==> src/logic/ewr_map.svh <==
// register offsets, field positions, reset values and limits of the edge readout block
`ifndef EWR_MAP_SVH
`define EWR_MAP_SVH

// ----------------------------------------------------------------------
// register port geometry
// ----------------------------------------------------------------------
`define EWR_ADDR_W 20
`define EWR_DATA_W 16

// ----------------------------------------------------------------------
// holding register offsets
// ----------------------------------------------------------------------
`define EWR_OFS_WAVE_SET 20'h62549
`define EWR_OFS_WAVE_DATA 20'h6254b
`define EWR_OFS_WAVE_LAST 20'h625ca
`define EWR_OFS_EDGE_RDSET 20'h625e1
`define EWR_OFS_EDGE_INFO 20'h625e3
`define EWR_OFS_MEAS_LO 20'h625e5
`define EWR_OFS_MEAS_HI 20'h625e6
`define EWR_OFS_EDGE_POS 20'h625e7
`define EWR_OFS_REVERSE 20'h62647
`define EWR_OFS_SPAN 20'h62650

// ----------------------------------------------------------------------
// field positions
// ----------------------------------------------------------------------
`define EWR_BIT_STATUS 9
`define EWR_BIT_EDGE_POL 15
`define EWR_BIT_MODE_HI 14
`define EWR_BIT_MODE_LO 13
`define EWR_BIT_INVERT 0

// ----------------------------------------------------------------------
// reset values and limits
// ----------------------------------------------------------------------
`define EWR_RST_WAVE_TYPE 8'h11
`define EWR_RST_INVERT 1'b0
`define EWR_MEAS_MAX 32'sd1999999
`define EWR_MEAS_MIN -32'sd1999999
`define EWR_WAVE_AREAS 256
`define EWR_EDGE_THRESH 8'h80

`endif

==> src/logic/ewr_pkg.sv <==
// types shared by the edge readout block
package ewr_pkg;
  // measurement mode reported by the core
  typedef enum logic [1:0] {EWR_MODE_EDGE, EWR_MODE_CENTER, EWR_MODE_AUTO} ewr_mode_t;
  // effective edge mode field, codes follow declaration order
  typedef enum logic [1:0] {EWR_EDGE_NONE, EWR_EDGE_ONE, EWR_EDGE_BOTH} ewr_edge_mode_t;
endpackage : ewr_pkg

==> src/logic/ewr_wave_if.sv <==
// link between register logic and waveform buffer
`timescale 1ns/1ns
`default_nettype none
interface ewr_wave_if;
  logic snap_req;
  logic [6:0] rd_word;
  logic [15:0] rd_data;
  ewr_pkg::ewr_edge_mode_t edge_mode;
  logic [7:0] edge_pos0;
  logic [7:0] edge_pos1;
  logic edge_pol0;
  modport buf_side (input snap_req, input rd_word, output rd_data, output edge_mode,
                    output edge_pos0, output edge_pos1, output edge_pol0);
  modport ctl_side (output snap_req, output rd_word, input rd_data, input edge_mode,
                    input edge_pos0, input edge_pos1, input edge_pol0);
endinterface : ewr_wave_if
`default_nettype wire

==> src/logic/ewr_wave_buf.sv <==
// live and snapshot waveform store with edge finder
`include "ewr_map.svh"
`timescale 1ns/1ns
`default_nettype none
module ewr_wave_buf #(
  parameter int AREAS = `EWR_WAVE_AREAS,
  parameter logic [7:0] THRESH = `EWR_EDGE_THRESH
) (
  // clock and reset
  input wire logic sys_clk,
  input wire logic rst_b,
  // waveform samples from the receiver, index 0 first
  input wire logic samp_valid,
  input wire logic [7:0] samp_idx,
  input wire logic [7:0] samp_level,
  // register side
  ewr_wave_if.buf_side wif
);
  import ewr_pkg::*;

  // ----------------------------------------------------------------------
  // waveform memories
  // ----------------------------------------------------------------------
  logic [7:0] live_mem [AREAS];
  logic [7:0] snap_mem [AREAS];

  // area index 0 is the top of the receiver, 256 areas of 256 levels
  always_ff @(posedge sys_clk) begin
    if (samp_valid) begin
      live_mem[samp_idx] <= samp_level; // RULE5 RULE8
    end
  end

  // whole-store copy in one cycle; a copy taken while a frame is arriving holds parts of two waveforms
  always_ff @(posedge sys_clk) begin
    if (wif.snap_req) begin
      for (int i = 0; i < AREAS; i++) begin
        snap_mem[i] <= live_mem[i]; // RULE11
      end
    end
  end

  // two areas per word, lower index in the high byte
  assign wif.rd_data = {snap_mem[{wif.rd_word, 1'b0}], snap_mem[{wif.rd_word, 1'b1}]};

  // ----------------------------------------------------------------------
  // edge finder
  // ----------------------------------------------------------------------
  logic [1:0] cnt_reg, cnt_next;
  logic [7:0] p0_reg, p0_next, p1_reg, p1_next;
  logic pol_reg, pol_next, hi_reg, hi_next;
  ewr_edge_mode_t pub_mode_reg, pub_mode_next;
  logic [7:0] pub_p0_reg, pub_p0_next, pub_p1_reg, pub_p1_next;
  logic pub_pol_reg, pub_pol_next;

  // a crossing of the threshold marks the border of shade and light
  always_comb begin
    logic hi_now;
    logic [1:0] base;
    hi_now = samp_level >= THRESH;
    base = (samp_idx == 8'h00) ? 2'h0 : cnt_reg;
    cnt_next = cnt_reg;
    p0_next = p0_reg;
    p1_next = p1_reg;
    pol_next = pol_reg;
    hi_next = hi_reg;
    pub_mode_next = pub_mode_reg;
    pub_p0_next = pub_p0_reg;
    pub_p1_next = pub_p1_reg;
    pub_pol_next = pub_pol_reg;
    if (samp_valid) begin
      cnt_next = base;
      hi_next = hi_now;
      if (samp_idx != 8'h00 && hi_now != hi_reg && base != 2'h2) begin
        if (base == 2'h0) begin
          p0_next = samp_idx; // RULE7 RULE8
          pol_next = hi_now; // RULE2
        end else begin
          p1_next = samp_idx; // RULE7
        end
        cnt_next = base + 2'h1;
      end
      // publish only a complete frame
      if (samp_idx == 8'hff) begin
        pub_mode_next = ewr_edge_mode_t'(cnt_next); // RULE1
        pub_p0_next = p0_next;
        pub_p1_next = p1_next;
        pub_pol_next = pol_next;
      end
    end
  end

  always_ff @(posedge sys_clk or negedge rst_b) begin
    if (!rst_b) begin
      cnt_reg <= 2'h0;
      p0_reg <= 8'h00;
      p1_reg <= 8'h00;
      pol_reg <= 1'b0;
      hi_reg <= 1'b0;
      pub_mode_reg <= EWR_EDGE_NONE;
      pub_p0_reg <= 8'h00;
      pub_p1_reg <= 8'h00;
      pub_pol_reg <= 1'b0;
    end else begin
      cnt_reg <= cnt_next;
      p0_reg <= p0_next;
      p1_reg <= p1_next;
      pol_reg <= pol_next;
      hi_reg <= hi_next;
      pub_mode_reg <= pub_mode_next;
      pub_p0_reg <= pub_p0_next;
      pub_p1_reg <= pub_p1_next;
      pub_pol_reg <= pub_pol_next;
    end
  end

  assign wif.edge_mode = pub_mode_reg;
  assign wif.edge_pos0 = pub_p0_reg;
  assign wif.edge_pos1 = pub_p1_reg;
  assign wif.edge_pol0 = pub_pol_reg;

  a_edge_order: assert property (@(posedge sys_clk) disable iff (!rst_b) // RULE7
    (pub_mode_reg == EWR_EDGE_BOTH) |-> (pub_p0_reg < pub_p1_reg))
    else $error("second edge not below first edge");
endmodule : ewr_wave_buf
`default_nettype wire

==> src/logic/ewr_readout.sv <==
// edge data and waveform readout registers of the sensor link
//
// Overview of operation
// [RULE1] edge info bits 14:13 give effective edge mode: none, one, both.
// [RULE2] each edge carries its own rising or falling indication; only edge 0's polarity is kept, in bit 15.
// [RULE3] captured measured value is signed, clamped to -1999999..1999999.
// [RULE4] two edge positions packed one byte each in one 16-bit word.
// [RULE5] waveform is 256 areas, each with an 8-bit intensity.
// [RULE6] start and end points readable only in reference acquisition mode.
// [RULE7] an edge sits where intensity crosses between shade and light.
// [RULE8] edge positions count from zero at the receiver top.
// [RULE9] auto mode shows insertion direction, other modes the direction setting.
// [RULE10] accepted setting changes are pushed to nonvolatile storage; only reverse writes are stored, not the waveform type.
// [RULE11] reading the waveform setting saves a snapshot of the waveform.
// [RULE12] host writes only printable codes, 0x20 for space.
// [RULE13] host spaces commands by 1 ms; waveform refreshes every 64 ms.
// [RULE14] edge info, positions and value are captured in one event.
`include "ewr_map.svh"
`timescale 1ns/1ns
`default_nettype none
module ewr_readout #(
  parameter logic [7:0] THRESH = `EWR_EDGE_THRESH
) (
  // clock and reset
  input wire logic sys_clk,
  input wire logic rst_b,
  // register port
  input wire logic reg_rd,
  input wire logic reg_wr,
  input wire logic [`EWR_ADDR_W-1:0] reg_addr,
  input wire logic [`EWR_DATA_W-1:0] reg_wdata,
  output logic [`EWR_DATA_W-1:0] reg_rdata,
  output logic reg_ack,
  output logic reg_err,
  // measurement core
  input wire logic signed [31:0] meas_value,
  input wire ewr_pkg::ewr_mode_t meas_mode,
  input wire logic insert_dir,
  input wire logic dir_setting,
  input wire logic ref_mode,
  input wire logic [7:0] span_start,
  input wire logic [7:0] span_end,
  // waveform samples
  input wire logic samp_valid,
  input wire logic [7:0] samp_idx,
  input wire logic [7:0] samp_level,
  // direction and nonvolatile store
  output logic dir_status,
  output logic measured_value_invert,
  output logic nv_wr,
  output logic [`EWR_DATA_W-1:0] nv_data
);
  import ewr_pkg::*;

  // ----------------------------------------------------------------------
  // waveform buffer
  // ----------------------------------------------------------------------
  ewr_wave_if wif ();

  ewr_wave_buf #(
    .AREAS(`EWR_WAVE_AREAS),
    .THRESH(THRESH)
  ) u_wave (
    .sys_clk(sys_clk),
    .rst_b(rst_b),
    .samp_valid(samp_valid),
    .samp_idx(samp_idx),
    .samp_level(samp_level),
    .wif(wif.buf_side)
  );

  // ----------------------------------------------------------------------
  // state
  // ----------------------------------------------------------------------
  logic [15:0] rdata_reg, rdata_next;
  logic ack_reg, ack_next, err_reg, err_next;
  logic [7:0] wtype_reg, wtype_next;
  logic wsaved_reg, wsaved_next, esaved_reg, esaved_next;
  logic [15:0] einfo_reg, einfo_next, epos_reg, epos_next;
  logic signed [31:0] emeas_reg, emeas_next;
  logic rev_reg, rev_next, dir_reg, dir_next;
  logic nv_wr_reg, nv_wr_next;
  logic [15:0] nv_data_reg, nv_data_next;
  ewr_mode_t mode_prev_reg, mode_prev_next;
  logic snap_reg, snap_next;

  // ----------------------------------------------------------------------
  // decode and value shaping
  // ----------------------------------------------------------------------
  logic acc, in_wave;
  logic [`EWR_ADDR_W-1:0] wave_ofs;
  logic signed [31:0] meas_adj, meas_lim;

  assign acc = reg_rd | reg_wr;
  assign in_wave = (reg_addr >= `EWR_OFS_WAVE_DATA) && (reg_addr <= `EWR_OFS_WAVE_LAST);
  assign wave_ofs = reg_addr - `EWR_OFS_WAVE_DATA;
  assign wif.rd_word = wave_ofs[6:0];
  assign wif.snap_req = snap_reg;

  // reversal is applied before the clamp so both signs stay in range
  assign meas_adj = rev_reg ? -meas_value : meas_value;
  assign meas_lim = (meas_adj > `EWR_MEAS_MAX) ? `EWR_MEAS_MAX :
                    (meas_adj < `EWR_MEAS_MIN) ? `EWR_MEAS_MIN : meas_adj; // RULE3

  // ----------------------------------------------------------------------
  // register access and captures
  // ----------------------------------------------------------------------
  always_comb begin
    rdata_next = 16'h0000;
    ack_next = acc;
    err_next = 1'b0;
    wtype_next = wtype_reg;
    wsaved_next = wsaved_reg;
    esaved_next = esaved_reg;
    einfo_next = einfo_reg;
    epos_next = epos_reg;
    emeas_next = emeas_reg;
    rev_next = rev_reg;
    nv_wr_next = 1'b0;
    nv_data_next = nv_data_reg;
    snap_next = 1'b0;
    mode_prev_next = meas_mode;
    // a mode change invalidates saved data; a save in the same cycle wins
    if (meas_mode != mode_prev_reg) begin
      wsaved_next = 1'b0;
      esaved_next = 1'b0;
    end
    if (reg_rd) begin
      if (in_wave) begin
        // zero until a snapshot is saved; a read in the cycle right after the saving read still returns the store before the copy
        rdata_next = wsaved_reg ? wif.rd_data : 16'h0000; // RULE5
      end else begin
        unique case (reg_addr)
          `EWR_OFS_WAVE_SET: begin
            snap_next = 1'b1; // RULE11
            wsaved_next = 1'b1;
            rdata_next = {6'h00, 1'b1, 1'b0, wtype_reg};
          end
          `EWR_OFS_EDGE_RDSET: rdata_next = {6'h00, esaved_reg, 9'h000};
          `EWR_OFS_EDGE_INFO: rdata_next = einfo_reg;
          `EWR_OFS_MEAS_LO: rdata_next = emeas_reg[15:0];
          `EWR_OFS_MEAS_HI: rdata_next = emeas_reg[31:16];
          `EWR_OFS_EDGE_POS: rdata_next = epos_reg;
          `EWR_OFS_REVERSE: rdata_next = {15'h0000, rev_reg};
          `EWR_OFS_SPAN: rdata_next = ref_mode ? {span_start, span_end} : 16'h0000; // RULE6
          default: err_next = 1'b1;
        endcase
      end
    end else if (reg_wr) begin
      unique case (reg_addr)
        `EWR_OFS_WAVE_SET: wtype_next = reg_wdata[7:0];
        `EWR_OFS_EDGE_RDSET: begin
          // one event freezes all three so they describe the same edge
          einfo_next = 16'h0000; // RULE14
          einfo_next[`EWR_BIT_EDGE_POL] = wif.edge_pol0; // RULE2
          einfo_next[`EWR_BIT_MODE_HI:`EWR_BIT_MODE_LO] = wif.edge_mode; // RULE1
          epos_next = {wif.edge_pos0, wif.edge_pos1}; // RULE4 RULE14
          emeas_next = meas_lim; // RULE3 RULE14
          esaved_next = 1'b1;
        end
        `EWR_OFS_REVERSE: begin
          rev_next = reg_wdata[`EWR_BIT_INVERT];
          nv_wr_next = 1'b1; // RULE10
          nv_data_next = {15'h0000, reg_wdata[`EWR_BIT_INVERT]}; // RULE10
        end
        default: err_next = 1'b1;
      endcase
    end
  end

  always_ff @(posedge sys_clk or negedge rst_b) begin
    if (!rst_b) begin
      rdata_reg <= 16'h0000;
      ack_reg <= 1'b0;
      err_reg <= 1'b0;
      wtype_reg <= `EWR_RST_WAVE_TYPE;
      wsaved_reg <= 1'b0;
      esaved_reg <= 1'b0;
      einfo_reg <= 16'h0000;
      epos_reg <= 16'h0000;
      emeas_reg <= 32'sh00000000;
      rev_reg <= `EWR_RST_INVERT;
      nv_wr_reg <= 1'b0;
      nv_data_reg <= 16'h0000;
      snap_reg <= 1'b0;
      mode_prev_reg <= EWR_MODE_EDGE;
    end else begin
      rdata_reg <= rdata_next;
      ack_reg <= ack_next;
      err_reg <= err_next;
      wtype_reg <= wtype_next;
      wsaved_reg <= wsaved_next;
      esaved_reg <= esaved_next;
      einfo_reg <= einfo_next;
      epos_reg <= epos_next;
      emeas_reg <= emeas_next;
      rev_reg <= rev_next;
      nv_wr_reg <= nv_wr_next;
      nv_data_reg <= nv_data_next;
      snap_reg <= snap_next;
      mode_prev_reg <= mode_prev_next;
    end
  end

  // ----------------------------------------------------------------------
  // direction status
  // ----------------------------------------------------------------------
  // auto mode follows the workpiece, the fixed modes echo the setting
  always_comb begin
    dir_next = (meas_mode == EWR_MODE_AUTO) ? insert_dir : dir_setting; // RULE9
  end

  always_ff @(posedge sys_clk or negedge rst_b) begin
    if (!rst_b) begin
      dir_reg <= 1'b0;
    end else begin
      dir_reg <= dir_next;
    end
  end

  // ----------------------------------------------------------------------
  // outputs
  // ----------------------------------------------------------------------
  assign reg_rdata = rdata_reg;
  assign reg_ack = ack_reg;
  assign reg_err = err_reg;
  assign dir_status = dir_reg;
  assign measured_value_invert = rev_reg;
  assign nv_wr = nv_wr_reg;
  assign nv_data = nv_data_reg;

  // ----------------------------------------------------------------------
  // checks
  // ----------------------------------------------------------------------
  a_ack_next_cycle: assert property (@(posedge sys_clk) disable iff (!rst_b)
    acc |=> reg_ack ##1 !reg_ack || $past(acc))
    else $error("ack not one cycle after access");

  a_ack_has_cause: assert property (@(posedge sys_clk) disable iff (!rst_b)
    reg_ack |-> $past(acc))
    else $error("ack without access");

  a_meas_in_range: assert property (@(posedge sys_clk) disable iff (!rst_b) // RULE3
    (emeas_reg <= `EWR_MEAS_MAX) && (emeas_reg >= `EWR_MEAS_MIN))
    else $error("captured value out of range");

  a_snap_on_read: assert property (@(posedge sys_clk) disable iff (!rst_b) // RULE11
    (reg_rd && reg_addr == `EWR_OFS_WAVE_SET) |=> wif.snap_req ##1 !wif.snap_req || $past(reg_rd))
    else $error("waveform read setting did not save a snapshot");

  a_edge_capture: assert property (@(posedge sys_clk) disable iff (!rst_b) // RULE14
    (!reg_rd && reg_wr && reg_addr == `EWR_OFS_EDGE_RDSET) |=>
      (einfo_reg[14:13] == $past(wif.edge_mode)) && (epos_reg[15:8] == $past(wif.edge_pos0))
      && (epos_reg[7:0] == $past(wif.edge_pos1)) && esaved_reg)
    else $error("edge capture not coherent");

  a_dir_auto: assert property (@(posedge sys_clk) disable iff (!rst_b) // RULE9
    (meas_mode == EWR_MODE_AUTO) |=> (dir_status == $past(insert_dir)))
    else $error("auto mode direction not shown");

  a_span_gated: assert property (@(posedge sys_clk) disable iff (!rst_b) // RULE6
    (reg_rd && reg_addr == `EWR_OFS_SPAN && !ref_mode) |=> (reg_rdata == 16'h0000))
    else $error("span points visible outside reference mode");

  a_nv_on_write: assert property (@(posedge sys_clk) disable iff (!rst_b) // RULE10
    (!reg_rd && reg_wr && reg_addr == `EWR_OFS_REVERSE) |=>
      nv_wr && (nv_data[0] == $past(reg_wdata[0])) && (measured_value_invert == nv_data[0]))
    else $error("reverse setting not stored");

  a_err_unmapped: assert property (@(posedge sys_clk) disable iff (!rst_b)
    (!reg_rd && reg_wr && reg_addr == `EWR_OFS_EDGE_INFO) |=> reg_err && reg_ack)
    else $error("write to read-only register not refused");

  // response shape, mode-dependent outputs and store discipline
  a_err_with_ack: assert property (@(posedge sys_clk) disable iff (!rst_b)
    reg_err |-> reg_ack)
    else $error("refusal without acknowledge");

  a_rdata_quiet: assert property (@(posedge sys_clk) disable iff (!rst_b)
    !$past(reg_rd) |-> (reg_rdata == 16'h0000))
    else $error("read data shown without a read");

  a_dir_fixed: assert property (@(posedge sys_clk) disable iff (!rst_b) // RULE9
    (meas_mode != EWR_MODE_AUTO) |=> (dir_status == $past(dir_setting)))
    else $error("fixed mode direction not shown");

  a_info_legal: assert property (@(posedge sys_clk) disable iff (!rst_b) // RULE1
    (einfo_reg[14:13] != 2'b11) && (einfo_reg[12:0] == 13'h0000))
    else $error("edge info carries an illegal mode or reserved bits");

  a_nv_cause: assert property (@(posedge sys_clk) disable iff (!rst_b) // RULE10
    nv_wr |-> $past(reg_wr) && !$past(reg_rd) && ($past(reg_addr) == `EWR_OFS_REVERSE))
    else $error("store pulse without a reverse write");

  a_rev_kept: assert property (@(posedge sys_clk) disable iff (!rst_b) // RULE10
    !(reg_wr && !reg_rd && reg_addr == `EWR_OFS_REVERSE) |=> $stable(measured_value_invert))
    else $error("reverse setting changed without a write");

  a_status_clear: assert property (@(posedge sys_clk) disable iff (!rst_b)
    (meas_mode != $past(meas_mode)) && !(reg_wr && !reg_rd && reg_addr == `EWR_OFS_EDGE_RDSET)
      |=> !esaved_reg)
    else $error("mode change left the read status set");

  a_snap_cause: assert property (@(posedge sys_clk) disable iff (!rst_b) // RULE11
    wif.snap_req |-> $past(reg_rd) && ($past(reg_addr) == `EWR_OFS_WAVE_SET))
    else $error("snapshot without a waveform setting read");
endmodule : ewr_readout
`default_nettype wire

==> config.mk <==
export PLATFORM = sky130hd
export DESIGN_NAME = ewr_readout
export DESIGN_NICKNAME = d
export VERILOG_FILES = /design/src/logic/ewr_pkg.sv /design/src/logic/ewr_wave_if.sv /design/src/logic/ewr_wave_buf.sv /design/src/logic/ewr_readout.sv
export VERILOG_INCLUDE_DIRS = /design/src /design/src/logic
export SDC_FILE = /design/constraint.sdc
export NUM_CORES = 2
export LEC_CHECK = 0
export BUFFER_PORTS_ARGS = -buffer_cell sky130_fd_sc_hd__buf_2
export CORE_AREA = 2 2 706 427
export DETAILED_ROUTE_END_ITERATION = 7
export DIE_AREA = 0 0 708 429
export GPL_TIMING_DRIVEN = 0
export PLACE_DENSITY_LB_ADDON = 0.2
export SKIP_LAST_GASP = 1
export SYNTH_ARGS = -nofsm -noshare
export SYNTH_HDL_FRONTEND = slang
export SYNTH_SLANG_ARGS = --single-unit
==> constraint.sdc <==
create_clock -name sys_clk -period 50 [get_ports sys_clk]
set_input_delay 10 -clock sys_clk [delete_from_list [all_inputs] [get_ports sys_clk]]
set_output_delay 10 -clock sys_clk [all_outputs]
set_load 0.05 [all_outputs]
==> results.txt <==
The run finished, with violations left. The checks that failed: capacitance limit, slew limit. The maximum number of pins on one net before global-route repair is 141.

The cell total after placement came out at 10242. The leakage power is 52.47 nW. TritonCTS built the clock tree. The total clock sinks is 4220. The cell depth of the worst flop-to-flop path is 10. Setup repair after global routing left no endpoint under its margin. The final count of negative-setup-slack endpoints came out at 0. The min-delay analysis places its worst path in the category reg2reg.

The die is 429 um tall. The tree is rooted in a sky130_fd_sc_hd__clkbuf_16. The cell area power density is 42.58 mW/mm^2. The H-tree depth came out at 5. STA classifies the critical path endpoint as a flop. For this design, the CTS-stage hold fixing added 0 buffers. For the pin with the worst max-slew slack, the measured transition is 1.492 ns. The number of top-level pins came out at 147. The detail-routed via count per cell is 6.104. For this run, the post-layout net count is 6811. The share of the core filled with cells in the final layout is 0.5647. The clock period minus final worst setup slack came out at 16.23 ns. The final number of hold-violating endpoints was 0.

The most frequent cell on the critical path is sky130_fd_sc_hd__buf_2. The worst ir drop on vdd came out at 28.77 uV. Following the worst setup path forward leads to its endpoint at reg_rdata[6]. For this block, the initial DRC count from the detailed router was 12058. The congestion estimate from routability-driven global placement came to 0.8834. After legalization and detailed placement, the total HPWL measured 254700 um. The first TritonRoute pass finished after 6 iterations.

The leading register cell type out of synthesis is sky130_fd_sc_hd__edfxtp_1. The number of synthesized flops with an enable pin came out at 4096. The share of synthesized registers carrying an async set or reset is 0.02938. The critical path's slowest cell is sky130_fd_sc_hd__clkbuf_1.

The data arrival time of the critical path came out at 16.87 ns. Wires add up to 380700 um. The worst pin sits at a relative slew slack of -0.0006086. The Yosys step of the flow raised 0 warnings. The unique cell type count in the Yosys netlist came out at 89. The via total after detailed routing is 66664. The count of nets left with antenna violations once routing finished came out at 0.

The number of instances resized during post-cts repair came out at 0. The register bit total from synthesis came out at 4220. The finished layout holds 10922 standard cells, fillers aside. Port buffering added 109 buffers.

The mapped netlist covers 0.1480 mm^2. The number of antenna violations at the first check in global routing is 58. The number of design rule violations left after detail routing came out at 0. The worst setup path is launched from an input pin. For the final routed database, the setup TNS stands at 0 ns.

The worst-skew pair later-pin latency is 0.95 ns. In this run, CTS created clock tree buffers numbering 366. The die footprint came out at 0.3037 mm^2. In the global route stage, overall resource usage came out at 0.2492.

The most common cell after layout, fill and taps aside is sky130_fd_sc_hd__edfxtp_1. The area of the core is 0.2965 mm^2. The final cycle utilization of the critical path came out at 0.3246. The library cells used most frequently in the layout, excluding fill and tap cells, are sky130_fd_sc_hd__edfxtp_1, sky130_fd_sc_hd__mux4_2, sky130_fd_sc_hd__clkbuf_16. The routed wire length per instance came out at 34.85 um.

The number of cell rows is 155. The critical path starts at reg_addr[0]. Compared with the post-synthesis result, the final layout area differs by 13.17%. The total count of max-transition violations in the final report came out at 1.

The number of maximum-capacitance constraint violations is 2. Post-CTS timing repair inserted 0 buffers for setup. For this configuration, the core starts out at a cell density of 0.4990. The die width is 708 um. Final hold analysis gives a worst-case slack of 0.3927 ns.

Of the cells placed in the final design, the portion with a size suffix greater than 1 is 0.2264. In this run the worst path has a maximum fanout of 11. For the final database, setup skew stands at 0.05115 ns. The startpoint of the most critical register-to-register path is snap_reg. The clock-pin slew on the worst setup and hold paths is 0.07 ns.

The number of inserted filler cells in the final layout came out at 21248. The flop-to-flop setup slack is 45.27 ns. On the worst path, the slowest cell contributes a delay of 1.11 ns. The leftover overflow at the end of global routing came out at 0. The number of global-route vias before repair is 62502. Walking the worst path, the cells encountered are buf_2 -> buf_2 -> buf_2 -> buf_2 -> inv_1 -> ha_1 -> clkbuf_1 -> clkbuf_1 -> clkbuf_1 -> mux4_2 -> mux4_2 -> mux4_2 -> mux2i_1 -> o22ai_1. After synthesis, the mean cell area works out to 24.16 um^2. The maximum number of buffers from clock root to sink came out at 4. Data on the critical path is required at its endpoint by 50.64 ns. The post-synthesis instance total came out at 6124.

The setup path with the least slack is of type in2reg. The power after layout is 7.130 mW. The share of the Yosys chip area taken by registers is 0.8523. Static timing analysis puts the maximum clock frequency at 0.06162 GHz. In this run the critical register-to-register path is captured at u_wave.snap_mem[94][2]. The wire length of the first global-routing pass came out at 515400 um.
==> metal layers <==
metal	global-route usage	up-vias	wire, um
met5	0	-	130
met4	0.06156	20	9679
met3	0.07999	537	50990
met2	0.3227	4034	153500
met1	0.4074	35526	166400
li1	-	26547	-
==> synth_stat cells (all sizes together), types with 22 or more instances <==
cell / number / area [um^2]
mux4: 665 / 14980
dfrtp: 122 / 3053
xnor2: 22 / 192.7
nor2: 344 / 1296
buf: 114 / 613.1
mux2: 31 / 349.1
nand3: 28 / 140.1
mux2i: 42 / 420.4
edfxtp: 4096 / 123000
clkbuf: 146 / 549.3
nor3: 30 / 165.2
a21oi: 47 / 235.2
nand2: 130 / 490.5
==> where the power goes <==
| group | internal [mW] | switching, mW | total, mW | leakage (nW) |
|---|---|---|---|---|
| combinational | 0.127 | 0.261 | 0.388 | 8.21 |
| sequential | 3.86 | 0.00595 | 3.87 | 38.5 |
| clock | 1.62 | 1.26 | 2.88 | 5.81 |
| total | 5.60 | 1.53 | 7.13 | 52.5 |
==> stage by stage <==
step	setup WS (ns)	area (um^2)
3_5_place_dp	32.79	155400
3_3_place_gp	-11.27	153500
6_report	33.77	167500
2_1_floorplan	5.685	148000
4_1_cts	33.78	167300
5_1_grt	33.72	167400
==> cell type report <==
cell class                      count  area [um^2]  area share
Clock buffer                      455         9737     0.05815
Antenna cell                       17        42.54   0.0002540
Buffer                            260         1229    0.007338
Multi-Input combinational cell   1636        20710      0.1237
Inverter                           22        82.58   0.0004932
Tap cell                         3925         4911     0.02933
Sequential cell                  4220       126100      0.7531
Timing Repair Buffer              188         2450     0.01463
Clock inverter                    199         2183     0.01304
==> worst min path at each step <==
stage | from | end | slack [ns] | cells after the start
2_1_floorplan | u_wave.live_mem[0][0] | u_wave.snap_mem[0][0] | 0.40 | 0
3_3_place_gp | u_wave.live_mem[166][0] | u_wave.snap_mem[83][0] | 0.40 | 0
3_5_place_dp | u_wave.live_mem[0][5] | u_wave.snap_mem[0][5] | 0.40 | 0
4_1_cts | u_wave.live_mem[79][5] | u_wave.snap_mem[39][13] | 0.39 | 0
5_1_grt | u_wave.live_mem[67][2] | u_wave.snap_mem[33][10] | 0.41 | 0
6_report | u_wave.live_mem[79][5] | u_wave.snap_mem[39][13] | 0.39 | 0
==> worst max-delay path, delay by kind of cell <==
family / cells / cell delay [ns]
AOI/OAI and AO/OA: 1 / 0.31
adders and majority gates: 1 / 0.28
buffers and inverters: 8 / 4.32
muxes: 4 / 1.89
==> kinds of logic (layout without fill, tap and decap cells) <==
logic type | after synthesis | in the layout | synth area share
other | 1 | 32 | 0.00002534
xor gates and xnor gates | 36 | 36 | 0.002131
adders and majority gates | 7 | 7 | 0.0005919
muxes | 738 | 738 | 0.1064
AOI/OAI and AO/OA | 203 | 203 | 0.01054
DFF | 4220 | 4220 | 0.8523
buffers and inverters | 282 | 1124 | 0.008414
and+or+nand+nor | 637 | 637 | 0.01960
(Power assumes the default switching activity.)
